==> src/common/dsis_pkg.sv <==
// dsis_pkg: constants of the converter start-up register block
// assumes 8-bit registers behind a 4-wire serial port with 7-bit address
package dsis_pkg;
  // ****************************************************************
  // register addresses
  // ****************************************************************
  localparam logic [6:0] A_IFC = 7'h00;
  localparam logic [6:0] A_FSC_LO = 7'h06;
  localparam logic [6:0] A_FSC_HI = 7'h07;
  localparam logic [6:0] A_OPMODE = 7'h08;
  localparam logic [6:0] A_CEN = 7'h10;
  localparam logic [6:0] A_SKEW = 7'h13;
  localparam logic [6:0] A_DIVSEL = 7'h14;
  localparam logic [6:0] A_RXS = 7'h21;
  localparam logic [6:0] A_CM_A = 7'h22;
  localparam logic [6:0] A_CM_B = 7'h23;
  localparam logic [6:0] A_PT_A = 7'h24;
  localparam logic [6:0] A_PT_B = 7'h25;
  localparam logic [6:0] A_PT_CTL = 7'h26;
  localparam logic [6:0] A_PT_C = 7'h27;
  localparam logic [6:0] A_PT_D = 7'h28;
  localparam logic [6:0] A_PT_E = 7'h29;
  localparam logic [6:0] A_PTS = 7'h2A;
  // ****************************************************************
  // reset values
  // ****************************************************************
  localparam logic [7:0] RST_IFC = 8'h00;
  localparam logic [7:0] RST_FSC_LO = 8'h00;
  localparam logic [7:0] RST_FSC_HI = 8'h02;
  localparam logic [7:0] RST_OPMODE = 8'h00;
  localparam logic [7:0] RST_CFG = 8'h00;
  // ****************************************************************
  // field positions
  // ****************************************************************
  localparam int IFC_SRST_HI = 5;
  localparam int IFC_SRST_LO = 2;
  localparam int IFC_LSB_HI = 6;
  localparam int IFC_LSB_LO = 1;
  localparam int CEN_TRACK = 0;
  localparam int CEN_LOOP = 1;
  localparam int PTC_TRACK = 0;
  localparam int PTC_EN = 1;
  localparam int RXS_LOCK = 0;
  localparam int RXS_TRACK = 3;
  localparam int PTS_LOCK = 0;
  localparam int DIVSEL_LO = 6;
  // ****************************************************************
  // timing and framing
  // ****************************************************************
  localparam logic [11:0] LOCK_CYC = 12'h3E8;
  localparam logic [5:0] DCLK_TMO = 6'h3F;
  localparam logic [4:0] INSTR_LAST = 5'h07;
  localparam logic [4:0] FRAME_LAST = 5'h0F;
  localparam logic [4:0] FRAME_DONE = 5'h10;

  function automatic logic [7:0] bit_rev(input logic [7:0] b);
    bit_rev = {b[0], b[1], b[2], b[3], b[4], b[5], b[6], b[7]};
  endfunction
endpackage

==> src/common/dsis_reg_if.sv <==
// dsis_reg_if: serial port to register file carrier
// assumes both ends run on core_clk
`timescale 1ns/1ps
`default_nettype none
interface dsis_reg_if;
  logic wr_stb;
  logic rd_stb;
  logic [6:0] addr;
  logic [7:0] wdata;
  logic [7:0] rdata;
  logic lsb_first;
  modport port (output wr_stb, rd_stb, addr, wdata, input rdata, lsb_first);
  modport regs (input wr_stb, rd_stb, addr, wdata, output rdata, lsb_first);
endinterface
`default_nettype wire

==> src/verilog/dsis_spi_port.sv <==
// dsis_spi_port: 4-wire serial slave, instruction byte then data byte
// assumes sclk well below core_clk / 4; pins are asynchronous
`timescale 1ns/1ps
`default_nettype none
module dsis_spi_port (
  // clock and reset
  input wire logic core_clk,
  input wire logic rst_n,
  // serial pins
  input wire logic sclk,
  input wire logic cs_n,
  input wire logic sdi,
  output logic sdo,
  output logic sdo_oe,
  // register side
  dsis_reg_if.port rb
);
  import dsis_pkg::*;

  typedef struct packed {
    logic [2:0] sclk_p;
    logic [1:0] cs_p;
    logic [1:0] sdi_p;
    logic [4:0] cnt;
    logic [7:0] shin;
    logic [7:0] shout;
    logic rd;
    logic [6:0] addr;
    logic [7:0] wdata;
    logic wr_stb;
    logic rd_stb;
    logic sdo;
    logic sdo_oe;
  } dsis_spi_t;

  dsis_spi_t q;
  dsis_spi_t next_q;

  // ****************************************************************
  // frame engine
  // ****************************************************************
  always_comb begin
    logic [7:0] sh;
    logic [7:0] by;
    next_q = q;
    sh = {q.shin[6:0], q.sdi_p[1]};
    by = rb.lsb_first ? bit_rev(sh) : sh;
    next_q.sclk_p = {q.sclk_p[1:0], sclk};
    next_q.cs_p = {q.cs_p[0], cs_n};
    next_q.sdi_p = {q.sdi_p[0], sdi};
    next_q.wr_stb = 1'b0;
    next_q.rd_stb = 1'b0;
    // read data is fetched one cycle after the instruction byte
    if (q.rd_stb) begin
      next_q.shout = rb.lsb_first ? bit_rev(rb.rdata) : rb.rdata;
    end
    if (q.cs_p[1]) begin
      next_q.cnt = 5'h00;
      next_q.sdo_oe = 1'b0;
    end else if (q.sclk_p[1] && !q.sclk_p[2]) begin
      next_q.shin = sh;
      if (q.cnt != FRAME_DONE) begin
        next_q.cnt = q.cnt + 5'h01;
      end
      // instruction byte decode
      if (q.cnt == INSTR_LAST) begin
        next_q.rd = by[7];
        next_q.addr = by[6:0];
        next_q.rd_stb = by[7];
      end
      if (q.cnt == FRAME_LAST && !q.rd) begin
        next_q.wdata = by;
        next_q.wr_stb = 1'b1;
      end
    end else if (!q.sclk_p[1] && q.sclk_p[2] && q.rd && q.cnt[3] &&
                 !q.cnt[4]) begin
      next_q.sdo = q.shout[7];
      next_q.shout = {q.shout[6:0], 1'b0};
      next_q.sdo_oe = 1'b1;
    end
  end

  always_ff @(posedge core_clk or negedge rst_n) begin
    if (!rst_n) begin
      q <= '0;
      q.sclk_p <= 3'h0;
      q.cs_p <= 2'h3;
    end else begin
      q <= next_q;
    end
  end

  assign rb.wr_stb = q.wr_stb;
  assign rb.rd_stb = q.rd_stb;
  assign rb.addr = q.addr;
  assign rb.wdata = q.wdata;
  assign sdo = q.sdo;
  assign sdo_oe = q.sdo_oe;
endmodule
`default_nettype wire

==> src/verilog/dsis_lock_ctrl.sv <==
// dsis_lock_ctrl: search-then-track lock model of one controller
// assumes run and loop_ok are already on core_clk
`timescale 1ns/1ps
`default_nettype none
module dsis_lock_ctrl (
  // clock and reset
  input wire logic core_clk,
  input wire logic rst_n,
  // control
  input wire logic run,
  input wire logic restart,
  input wire logic loop_ok,
  // status
  output logic locked,
  output logic tracking
);
  import dsis_pkg::*;

  typedef struct packed {
    logic [11:0] cnt;
    logic locked;
    logic tracking;
  } dsis_lock_t;

  dsis_lock_t q;
  dsis_lock_t next_q;

  always_comb begin
    next_q = q;
    if (!run || restart) begin
      next_q.cnt = 12'h000;
      next_q.locked = 1'b0;
      next_q.tracking = 1'b0;
    end else if (q.cnt != LOCK_CYC) begin
      next_q.cnt = q.cnt + 12'h001;
    end else begin
      // lock follows the loop once the search window is spent
      next_q.locked = loop_ok;
      if (loop_ok) begin
        next_q.tracking = 1'b1;
      end
    end
  end

  always_ff @(posedge core_clk or negedge rst_n) begin
    if (!rst_n) begin
      q <= '0;
    end else begin
      q <= next_q;
    end
  end

  assign locked = q.locked;
  assign tracking = q.tracking;
endmodule
`default_nettype wire

==> src/verilog/dsis_init_core.sv <==
// dsis_init_core: converter start-up register block and lock controllers
// assumes host drives the 4-wire serial port; status pins are asynchronous
//
// Operation
// host sets up the device only through serial port writes and reads
// soft reset optional; power-on and reset pin also restore defaults
// multichip sync controller programming is optional; not built here
// phase tracking must track before receive controller runs
// host limits lock attempts for each controller to three
// first write picks 4-wire msb-first; bits 7:5 mirror bits 2:0
// writing 0x20 to address 0 restores defaults; host then writes zero
// host writes 0x0F to both clock common-mode registers
// host loads phase tracking configuration in fixed order, control last
// control value 0x03 starts phase tracking search then track
// host waits 160K data periods before reading phase tracking status
// phase tracking status 0x01 means locked; host retries from config e
// data source must supply the input data clock before receive setup
// host writes 0x72 to the receive skew register, fine skew two
// enable register: interface_config off, 0x02 loop and interrupt, 0x03 track
// host waits 135K data periods before reading receive status
// receive status 0x09 is locked and tracking; else advance divider
// full-scale current registers optional; default gives 20 mA
// operation mode register optional; default is normal mode
// controller status may be watched by interrupt pin or polling
// with sync, host compares input clock delay values across devices
// host keeps sticky failure flag per controller, halts after third
`timescale 1ns/1ps
`default_nettype none
module dsis_init_core (
  // clock and reset
  input wire logic core_clk,
  input wire logic arst_n,
  // serial port
  input wire logic sclk,
  input wire logic cs_n,
  input wire logic sdi,
  output logic sdo,
  output logic sdo_oe,
  // converter status pins
  input wire logic input_data_clock,
  input wire logic phase_loop_ok,
  input wire logic rx_loop_ok,
  // converter settings
  output logic [9:0] full_scale_current_setting,
  output logic [7:0] converter_mode,
  output logic [1:0] divider_phase_select,
  // controller status
  output logic output_data_clock_en,
  output logic irq
);
  import dsis_pkg::*;

  // ****************************************************************
  // state
  // ****************************************************************
  typedef struct packed {
    logic [1:0] pok_p;
    logic [1:0] rok_p;
    logic [2:0] dclk_p;
    logic [5:0] dclk_tmo;
    logic dclk_seen;
    logic [7:0] ifc;
    logic [7:0] fsc_lo;
    logic [7:0] fsc_hi;
    logic [7:0] opmode;
    logic [7:0] cen;
    logic [7:0] skew;
    logic [7:0] divsel;
    logic [7:0] cm_a;
    logic [7:0] cm_b;
    logic [7:0] pt_a;
    logic [7:0] pt_b;
    logic [7:0] pt_ctl;
    logic [7:0] pt_c;
    logic [7:0] pt_d;
    logic [7:0] pt_e;
    logic pt_restart;
    logic rx_restart;
    logic odc_en;
    logic irq;
  } dsis_core_t;

  dsis_core_t q;
  dsis_core_t next_q;
  logic [1:0] rst_sync;
  logic rst_n;
  logic pt_locked;
  logic pt_tracking;
  logic rx_locked;
  logic rx_tracking;
  logic pt_run;
  logic rx_run;
  logic soft_rst;

  dsis_reg_if rb();

  // ****************************************************************
  // reset release
  // ****************************************************************
  // power-on reset
  always_ff @(posedge core_clk or negedge arst_n) begin
    if (!arst_n) begin
      rst_sync <= 2'h0;
    end else begin
      rst_sync <= {rst_sync[0], 1'b1};
    end
  end
  assign rst_n = rst_sync[1];

  // ****************************************************************
  // register read
  // ****************************************************************
  function automatic logic [7:0] reg_read(
    input dsis_core_t s,
    input logic [6:0] a,
    input logic ptl,
    input logic rxl,
    input logic rxt
  );
    logic [7:0] v;
    v = 8'h00;
    case (a)
      A_IFC: v = s.ifc;
      A_FSC_LO: v = s.fsc_lo;
      A_FSC_HI: v = s.fsc_hi;
      A_OPMODE: v = s.opmode;
      A_CEN: v = s.cen;
      A_SKEW: v = s.skew;
      A_DIVSEL: v = s.divsel;
      A_CM_A: v = s.cm_a;
      A_CM_B: v = s.cm_b;
      A_PT_A: v = s.pt_a;
      A_PT_B: v = s.pt_b;
      A_PT_CTL: v = s.pt_ctl;
      A_PT_C: v = s.pt_c;
      A_PT_D: v = s.pt_d;
      A_PT_E: v = s.pt_e;
      // phase lock status
      A_PTS: v[PTS_LOCK] = ptl;
      // receive lock and track
      A_RXS: begin
        v[RXS_LOCK] = rxl;
        v[RXS_TRACK] = rxt;
      end
      default: v = 8'h00;
    endcase
    reg_read = v;
  endfunction

  // status readable by polling
  assign rb.rdata = reg_read(q, rb.addr, pt_locked, rx_locked, rx_tracking);
  // mirrored bit order field
  assign rb.lsb_first = q.ifc[IFC_LSB_HI] | q.ifc[IFC_LSB_LO];
  // soft reset bit, either mirror
  assign soft_rst = q.ifc[IFC_SRST_HI] | q.ifc[IFC_SRST_LO];

  // ****************************************************************
  // controller enables
  // ****************************************************************
  // both control bits start search
  assign pt_run = q.pt_ctl[PTC_EN] & q.pt_ctl[PTC_TRACK];
  // receive needs phase lock
  // and a live data clock
  // loop and track bits
  assign rx_run = q.cen[CEN_LOOP] & q.cen[CEN_TRACK] & pt_locked &
                  q.dclk_seen;

  // ****************************************************************
  // next state
  // ****************************************************************
  always_comb begin
    next_q = q;
    next_q.pok_p = {q.pok_p[0], phase_loop_ok};
    next_q.rok_p = {q.rok_p[0], rx_loop_ok};
    next_q.dclk_p = {q.dclk_p[1:0], input_data_clock};
    // presence detect: any edge within the timeout window
    if (q.dclk_p[1] != q.dclk_p[2]) begin
      next_q.dclk_tmo = DCLK_TMO;
      next_q.dclk_seen = 1'b1;
    end else if (q.dclk_tmo != 6'h00) begin
      next_q.dclk_tmo = q.dclk_tmo - 6'h01;
    end else begin
      next_q.dclk_seen = 1'b0;
    end
    next_q.pt_restart = 1'b0;
    next_q.rx_restart = 1'b0;
    // register writes
    if (rb.wr_stb) begin
      case (rb.addr)
        A_IFC: next_q.ifc = rb.wdata;
        A_FSC_LO: next_q.fsc_lo = rb.wdata;
        A_FSC_HI: next_q.fsc_hi = rb.wdata;
        A_OPMODE: next_q.opmode = rb.wdata;
        A_CEN: next_q.cen = rb.wdata;
        A_SKEW: next_q.skew = rb.wdata;
        // new divider phase restarts receive search
        A_DIVSEL: begin
          next_q.divsel = rb.wdata;
          next_q.rx_restart = 1'b1;
        end
        A_CM_A: next_q.cm_a = rb.wdata;
        A_CM_B: next_q.cm_b = rb.wdata;
        A_PT_A: next_q.pt_a = rb.wdata;
        A_PT_B: next_q.pt_b = rb.wdata;
        A_PT_CTL: next_q.pt_ctl = rb.wdata;
        A_PT_C: next_q.pt_c = rb.wdata;
        A_PT_D: next_q.pt_d = rb.wdata;
        // retry point restarts phase search
        A_PT_E: begin
          next_q.pt_e = rb.wdata;
          next_q.pt_restart = 1'b1;
        end
        default: next_q.pt_restart = 1'b0;
      endcase
    end
    // hold defaults while reset bit set
    // the interface register itself survives so the host can clear it
    if (soft_rst) begin
      // default full-scale current
      next_q.fsc_lo = RST_FSC_LO;
      next_q.fsc_hi = RST_FSC_HI;
      // default normal mode
      next_q.opmode = RST_OPMODE;
      next_q.cen = RST_CFG;
      next_q.skew = RST_CFG;
      next_q.divsel = RST_CFG;
      next_q.cm_a = RST_CFG;
      next_q.cm_b = RST_CFG;
      next_q.pt_a = RST_CFG;
      next_q.pt_b = RST_CFG;
      next_q.pt_ctl = RST_CFG;
      next_q.pt_c = RST_CFG;
      next_q.pt_d = RST_CFG;
      next_q.pt_e = RST_CFG;
    end
    // output data clock follows phase tracking
    next_q.odc_en = pt_tracking;
    // interrupt when receive lock and loop enabled
    next_q.irq = q.cen[CEN_LOOP] & rx_locked;
  end

  always_ff @(posedge core_clk or negedge rst_n) begin
    if (!rst_n) begin
      q <= '0;
      q.ifc <= RST_IFC;
      q.fsc_lo <= RST_FSC_LO;
      q.fsc_hi <= RST_FSC_HI;
      q.opmode <= RST_OPMODE;
    end else begin
      q <= next_q;
    end
  end

  // ****************************************************************
  // serial port and controllers
  // ****************************************************************
  dsis_spi_port u_spi (
    .core_clk(core_clk),
    .rst_n(rst_n),
    .sclk(sclk),
    .cs_n(cs_n),
    .sdi(sdi),
    .sdo(sdo),
    .sdo_oe(sdo_oe),
    .rb(rb.port)
  );

  dsis_lock_ctrl u_pt_lock (
    .core_clk(core_clk),
    .rst_n(rst_n),
    .run(pt_run),
    .restart(q.pt_restart),
    .loop_ok(q.pok_p[1]),
    .locked(pt_locked),
    .tracking(pt_tracking)
  );

  dsis_lock_ctrl u_rx_lock (
    .core_clk(core_clk),
    .rst_n(rst_n),
    .run(rx_run),
    .restart(q.rx_restart),
    .loop_ok(q.rok_p[1]),
    .locked(rx_locked),
    .tracking(rx_tracking)
  );

  // ****************************************************************
  // outputs
  // ****************************************************************
  // current setting to the output stage
  assign full_scale_current_setting = {q.fsc_hi[1:0], q.fsc_lo};
  // operation mode to the converter core
  assign converter_mode = q.opmode;
  assign divider_phase_select = q.divsel[DIVSEL_LO+1:DIVSEL_LO];
  assign output_data_clock_en = q.odc_en;
  assign irq = q.irq;
endmodule
`default_nettype wire

==> config.mk <==
export PLATFORM = sky130hd
export DESIGN_NAME = dsis_init_core
export DESIGN_NICKNAME = d
export VERILOG_FILES = /design/src/common/dsis_pkg.sv /design/src/common/dsis_reg_if.sv /design/src/verilog/dsis_spi_port.sv /design/src/verilog/dsis_lock_ctrl.sv /design/src/verilog/dsis_init_core.sv
export SDC_FILE = /design/constraint.sdc
export NUM_CORES = 1
export LEC_CHECK = 0
export BUFFER_PORTS_ARGS = -buffer_cell sky130_fd_sc_hd__buf_2
export CORE_MARGIN = 8
export CORE_UTILIZATION = 55
export DETAILED_ROUTE_END_ITERATION = 10
export GPL_TIMING_DRIVEN = 0
export PLACE_DENSITY = 0.81
export SLEW_MARGIN = 10
export SYNTH_ARGS = -nofsm -noshare
export SYNTH_HDL_FRONTEND = slang
export SYNTH_HIERARCHICAL = 1
export SYNTH_SLANG_ARGS = --single-unit
==> constraint.sdc <==
create_clock -name core_clk -period 12 [get_ports core_clk]
set_input_delay 3.6 -clock core_clk [delete_from_list [all_inputs] [get_ports core_clk]]
set_output_delay 3.6 -clock core_clk [all_outputs]
set_load 0.1 [all_outputs]
Word-level counts from Yosys, hierarchy flattened
Index checks and enable logic that the tools add are counted.
{"block": "totals", "regBits": 216, "inputBits": 8, "output_inout_bits": 24}
{"block": "classes", "n_addsub": 4, "n_eq_ne": 26, "mux": 49, "n_bitwise": 9, "n_reduce_logical": 62}
{"operator": "$mux W8", "count": 20}
{"operator": "$mux W114", "count": 1}
{"operator": "$mux W112", "count": 1}
{"operator": "$eq A7 B6 Y1 const B", "count": 10}
{"operator": "$pmux W4 S15", "count": 1}
{"operator": "$reduce_bool A2 Y1", "count": 23}
{"operator": "$reduce_and A2 Y1", "count": 20}
{"operator": "$pmux W2 S15", "count": 1}
{"operator": "$mux W14", "count": 2}
{"operator": "$mux W27", "count": 1}
{"operator": "$add A12 B1 Y12 const B", "count": 2}
{"operator": "$mux W12", "count": 2}
{"operator": "$ne A12 B10 Y1 const B", "count": 2}
{"operator": "$eq A7 B5 Y1 const B", "count": 3}
{"operator": "$mux W18", "count": 1}
{"operator": "$pmux W1 S17", "count": 1}
{"operator": "$pmux W1 S16", "count": 1}
{"operator": "$eq A7 B3 Y1 const B", "count": 2}
{"operator": "$mux W13", "count": 1}
{"operator": "$mux W5", "count": 2}
{"operator": "$mux W9", "count": 1}
{"operator": "$reduce_and A3 Y1", "count": 3}
{"operator": "$mux W2", "count": 4}
{"operator": "$eq A7 B4 Y1 const B", "count": 1}
{"operator": "other kinds (19)", "count": 44}

Depth between registers and ports, before layout
{"block": "logic_depth", "depth_word": 8, "depth_mapped": 11, "ltp_nobuf": 7}

Hierarchy
Netlist, hierarchy kept.
{"module": "dsis_init_core", "n_inst": 1, "cells_each": 732, "area_each_um2": 7220.7, "seq_area_each_um2": 3504.6}
{"module": "dsis_spi_port", "n_inst": 1, "cells_each": 167, "area_each_um2": 2204.6, "seq_area_each_um2": 1178.6}
{"module": "dsis_lock_ctrl", "n_inst": 2, "cells_each": 76, "area_each_um2": 742.0, "seq_area_each_um2": 350.3}

Worst setup path after synthesis
Ideal clock, no wire load.
{"block": "synth_path", "kind": "flip-flop to output port", "start": "register u_spi.q, in the netlist u_spi/sdo_oe", "end": "output sdo_oe", "t_arrival_ns": 0.897, "required_ns": 8.400, "setup_slack_ns": 7.503, "path_stages_with_launch": 1, "cell_sequence": "dfrtp_1"}
{"element": "start, declared", "line": "dsis_spi_port.sv:36", "text": "dsis_spi_t q;"}
{"element": "start signal, assigned", "line": "dsis_spi_port.sv:89", "text": "q <= next_q;"}
{"element": "end, declared", "line": "dsis_init_core.sv:38", "text": "output logic sdo_oe,"}
No word-level cell between the ends.

Final worst setup path
{"block": "layout_path", "start": "register q, in the netlist full_scale_current_setting[9]", "end": "output full_scale_current_setting[9]"}
{"element": "start, declared", "line": "dsis_init_core.sv:83", "text": "dsis_core_t q;"}
{"element": "start signal, assigned", "line": "dsis_init_core.sv:250", "text": "q <= next_q;"}
{"element": "end, declared", "line": "dsis_init_core.sv:44", "text": "output logic [9:0] full_scale_current_setting,"}
No word-level cell between the ends.

==> results.yml <==
sta:
  final-setup-viol-count: 0
  hold_viol: 0
  maxSlewViolCount: 0
  rsz0062_at_grt: "false"
  fin_skew_ps: 21.59
  setup_tns_ps: 0
  period_share_pct: 43.18
  holdWs_ps: 349.4
  fmax_mhz: 193.0
  relSlewSlack_pct: 23.47
  worstMarginPinSlew_ps: 1119
  fin_crit_ps: 5181
drt:
  drc: 0
  dr.pass1.iters: 5
  drt-wirelength-per-cell_um: 21.18
  num_vias: 8467
  drtIter0Drc: 927
  wl_mm: 29.44
  ant_nets: 0
  via_per_inst: 6.091
outcome:
  status: "finished, final reports clean"
worst_hold_path:
  hold_class: "flip-flop to flip-flop"
  min_delay_path_depth: 0
worst_setup_path:
  cp.arrival_ps: 1580
  criticalPathCategory: "flip-flop to output pin"
  startpoint_type: "flip-flop"
  rr_worst_depth: 11
  critPathMaxFanout: 3
  cp.required_ps: 8400
  endpoint_kind: "output pin"
logic_synthesis:
  synth_common_cells: "dfrtp_1 (212), mux2i_1 (101), nor2_1 (88), nand2_1 (87), a21oi_1 (73)"
  synth_cell_types: 71
  synth_top_family_by_area: "simple AND/OR/NAND/NOR gates"
  synth_compound_area_share_pct: 7.444
  synthesis.area_um2: 10910
  synth_edf_count: 0
  synthFlopType: "dfrtp_1"
  async_flop_share_pct: 100.0
  synth-simple-area-share_pct: 20.77
  muxShareOfSynthArea_pct: 14.94
  synth_area_per_cell_um2: 10.38
  synth.area.top_cells: "dfrtp_1 (49%), mux2i_1 (9.3%), mux2_2 (5.3%), a21oi_1 (3.3%), nand3_1 (3.2%)"
  synthAdderAreaFrac_pct: 1.032
  synth_top_area_share_pct: 48.63
  synth_most_common_cell: "dfrtp_1"
  synthCells: 1051
  ys_ff_latch: 215
  synth_area_leader_cell: "dfrtp_1"
  synth_nets: 1068
  synth-xor-area-share_pct: 0.5620
  ys_warn_count: 6
  seq_area_frac_synth_pct: 49.35
floorplan:
  die-area_um2: 24600
  rows: 51
  die_h_um: 156.8
  start_util_pct: 56.05
  ios: 32
  core_area_um2: 19460
  die_w_um: 156.8
layout:
  nets: 1127
  area_growth_pct: 11.80
  n_antenna_cell: 0
  drive_above_1_share_pct: 18.76
clock_tree:
  postCtsSetupBuffers: 0
  root_buffer: "clkbuf_16"
  numCtsBuffers: 23
  hold_buffers: 0
  cts.sinks: 215
  clockBufferDepth: 3
  cts_resized: 0
  htreeDepth: 1
  path_clk_slew_ps: 60
  cts_tree: "yes"
  insertion_delay_ps: 510
global_route:
  grt_pass1_vias: 8520
  grt_max_degree: 65
  grt_pass1_wl_mm: 47.01
  grt_overflow: 0
  track_usage_pct: 24.42
  antenna_found_initial: 1
power_and_ir_drop:
  report.power.total_mw: 1.483
  p_int_mw: 1.166
  p_switching_uw: 316.8
  ir_drop_mv: 0.1021
  seq_power_share_pct: 51.0
  power_density_nw_per_um2: 121.6
  comb_power_share_pct: 3.2
  swShare_pct: 21.36
  p_clk_share_pct: 45.8
  leakagePower_nw: 5.967
place:
  hpwlAfterDp_mm: 20.56
  place_congestion: 0.9893
  port_buffers: 31
job:
  max_cap_violations: 0
## registers in the layout, indices dropped and copies added (netlist names), 4 cells and up
name                        flops
next_q                          4
q                             112
u_spi/q                        24
u_spi/next_q                    4
u_rx_lock/q                    12
u_pt_lock/q                    12
u_spi/rb.wdata                  8
full_scale_current_setting     10
converter_mode                  8
u_spi/rb.addr                   7
## worst paths after layout
check / from / slack [ps] / endpoint
worst min-delay path: next_q[132] / 350 / next_q[133]
worst max-delay path: full_scale_current_setting[9] / 6820 / full_scale_current_setting[9]
min in group asynchronous: rst_sync[1] / 380 / q[45]
worst min register to register: next_q[132] / 350 / next_q[133]
max in group asynchronous: arst_n / 9030 / rst_sync[1]
worst max register to register: u_spi/rb.addr[3] / 8140 / u_spi/q[25]
## cells by family (layout without fill, tap and decap cells)
logic type | count (synthesis) | in the layout
xor+xnor | 7 | 7
simple gates | 408 | 408
compound gates | 134 | 134
flops | 215 | 215
mux | 155 | 155
buf+inv | 122 | 196
other cells | 1 | 1
fa+ha+maj | 9 | 9
## metrics by stage
step | worst slack, ps | std cells | utilization (%) | area (um^2)
floorplan | 5570 | 1051 | - | 10910
global placement | 3268 | 1347 | 58.55 | 11400
detailed placement | 7342 | 1350 | 58.96 | 11470
CTS | 6813 | 1390 | 62.67 | 12200
global route | 6790 | 1390 | 62.67 | 12200
finish | 6819 | 1390 | 62.67 | 12200
## routing by layer
layer | wire length (um) | track usage, % | vias to the layer above
li1 | - | - | 3841
met1 | 12160 | 32.44 | 4217
met2 | 13720 | 38.31 | 349
met3 | 2499 | 5.681 | 60
met4 | 1060 | 8.970 | 0
met5 | 0 | 0.2155 | -
## cell usage in the layout (no fill, tap or decap), drive strengths merged, types with 4 or more instances in the layout
cell	instances
a21oi	73
nand4	18
nor4b	5
or4	7
and2	9
clkinv	5
xor2	5
o31ai	5
or4b	6
nor4	14
buf	96
nor2b	6
a211oi	5
or3b	4
ha	9
dfrtp	212
o21ai	19
or3	13
nor2	88
mux2i	101
nand3b	14
and3	14
nor3	15
clkbuf	77
mux2	54
a2111oi	6
inv	17
nand2b	8
nand2	87
a22o	5
nand3	74
## critical path: stages, from the launching register on
cell     delay, ps
dfstp_2        560
buf_4          120
buf_2          410
## power groups by stage
stage               Sequential [mW]  Combinational, mW  Clock [mW]
global route                  0.759             0.0530       0.721
CTS                           0.756             0.0488       0.691
detailed placement            0.769             0.0478           0
floorplan                     0.772             0.0275           0
global placement              0.778             0.0329           0
finish                        0.756             0.0474       0.679
## cell type report
class | count | area [um^2]
Timing Repair Buffer | 34 | 230.2
Multi-Input combinational cell | 714 | 4886
Inverter | 17 | 63.81
Clock inverter | 6 | 55.05
Fill cell | 1605 | 7266
Tap cell | 265 | 331.6
Clock buffer | 34 | 666.9
Sequential cell | 215 | 5388
Buffer | 105 | 575.6
Note: power is estimated with default switching activity, not from simulation.
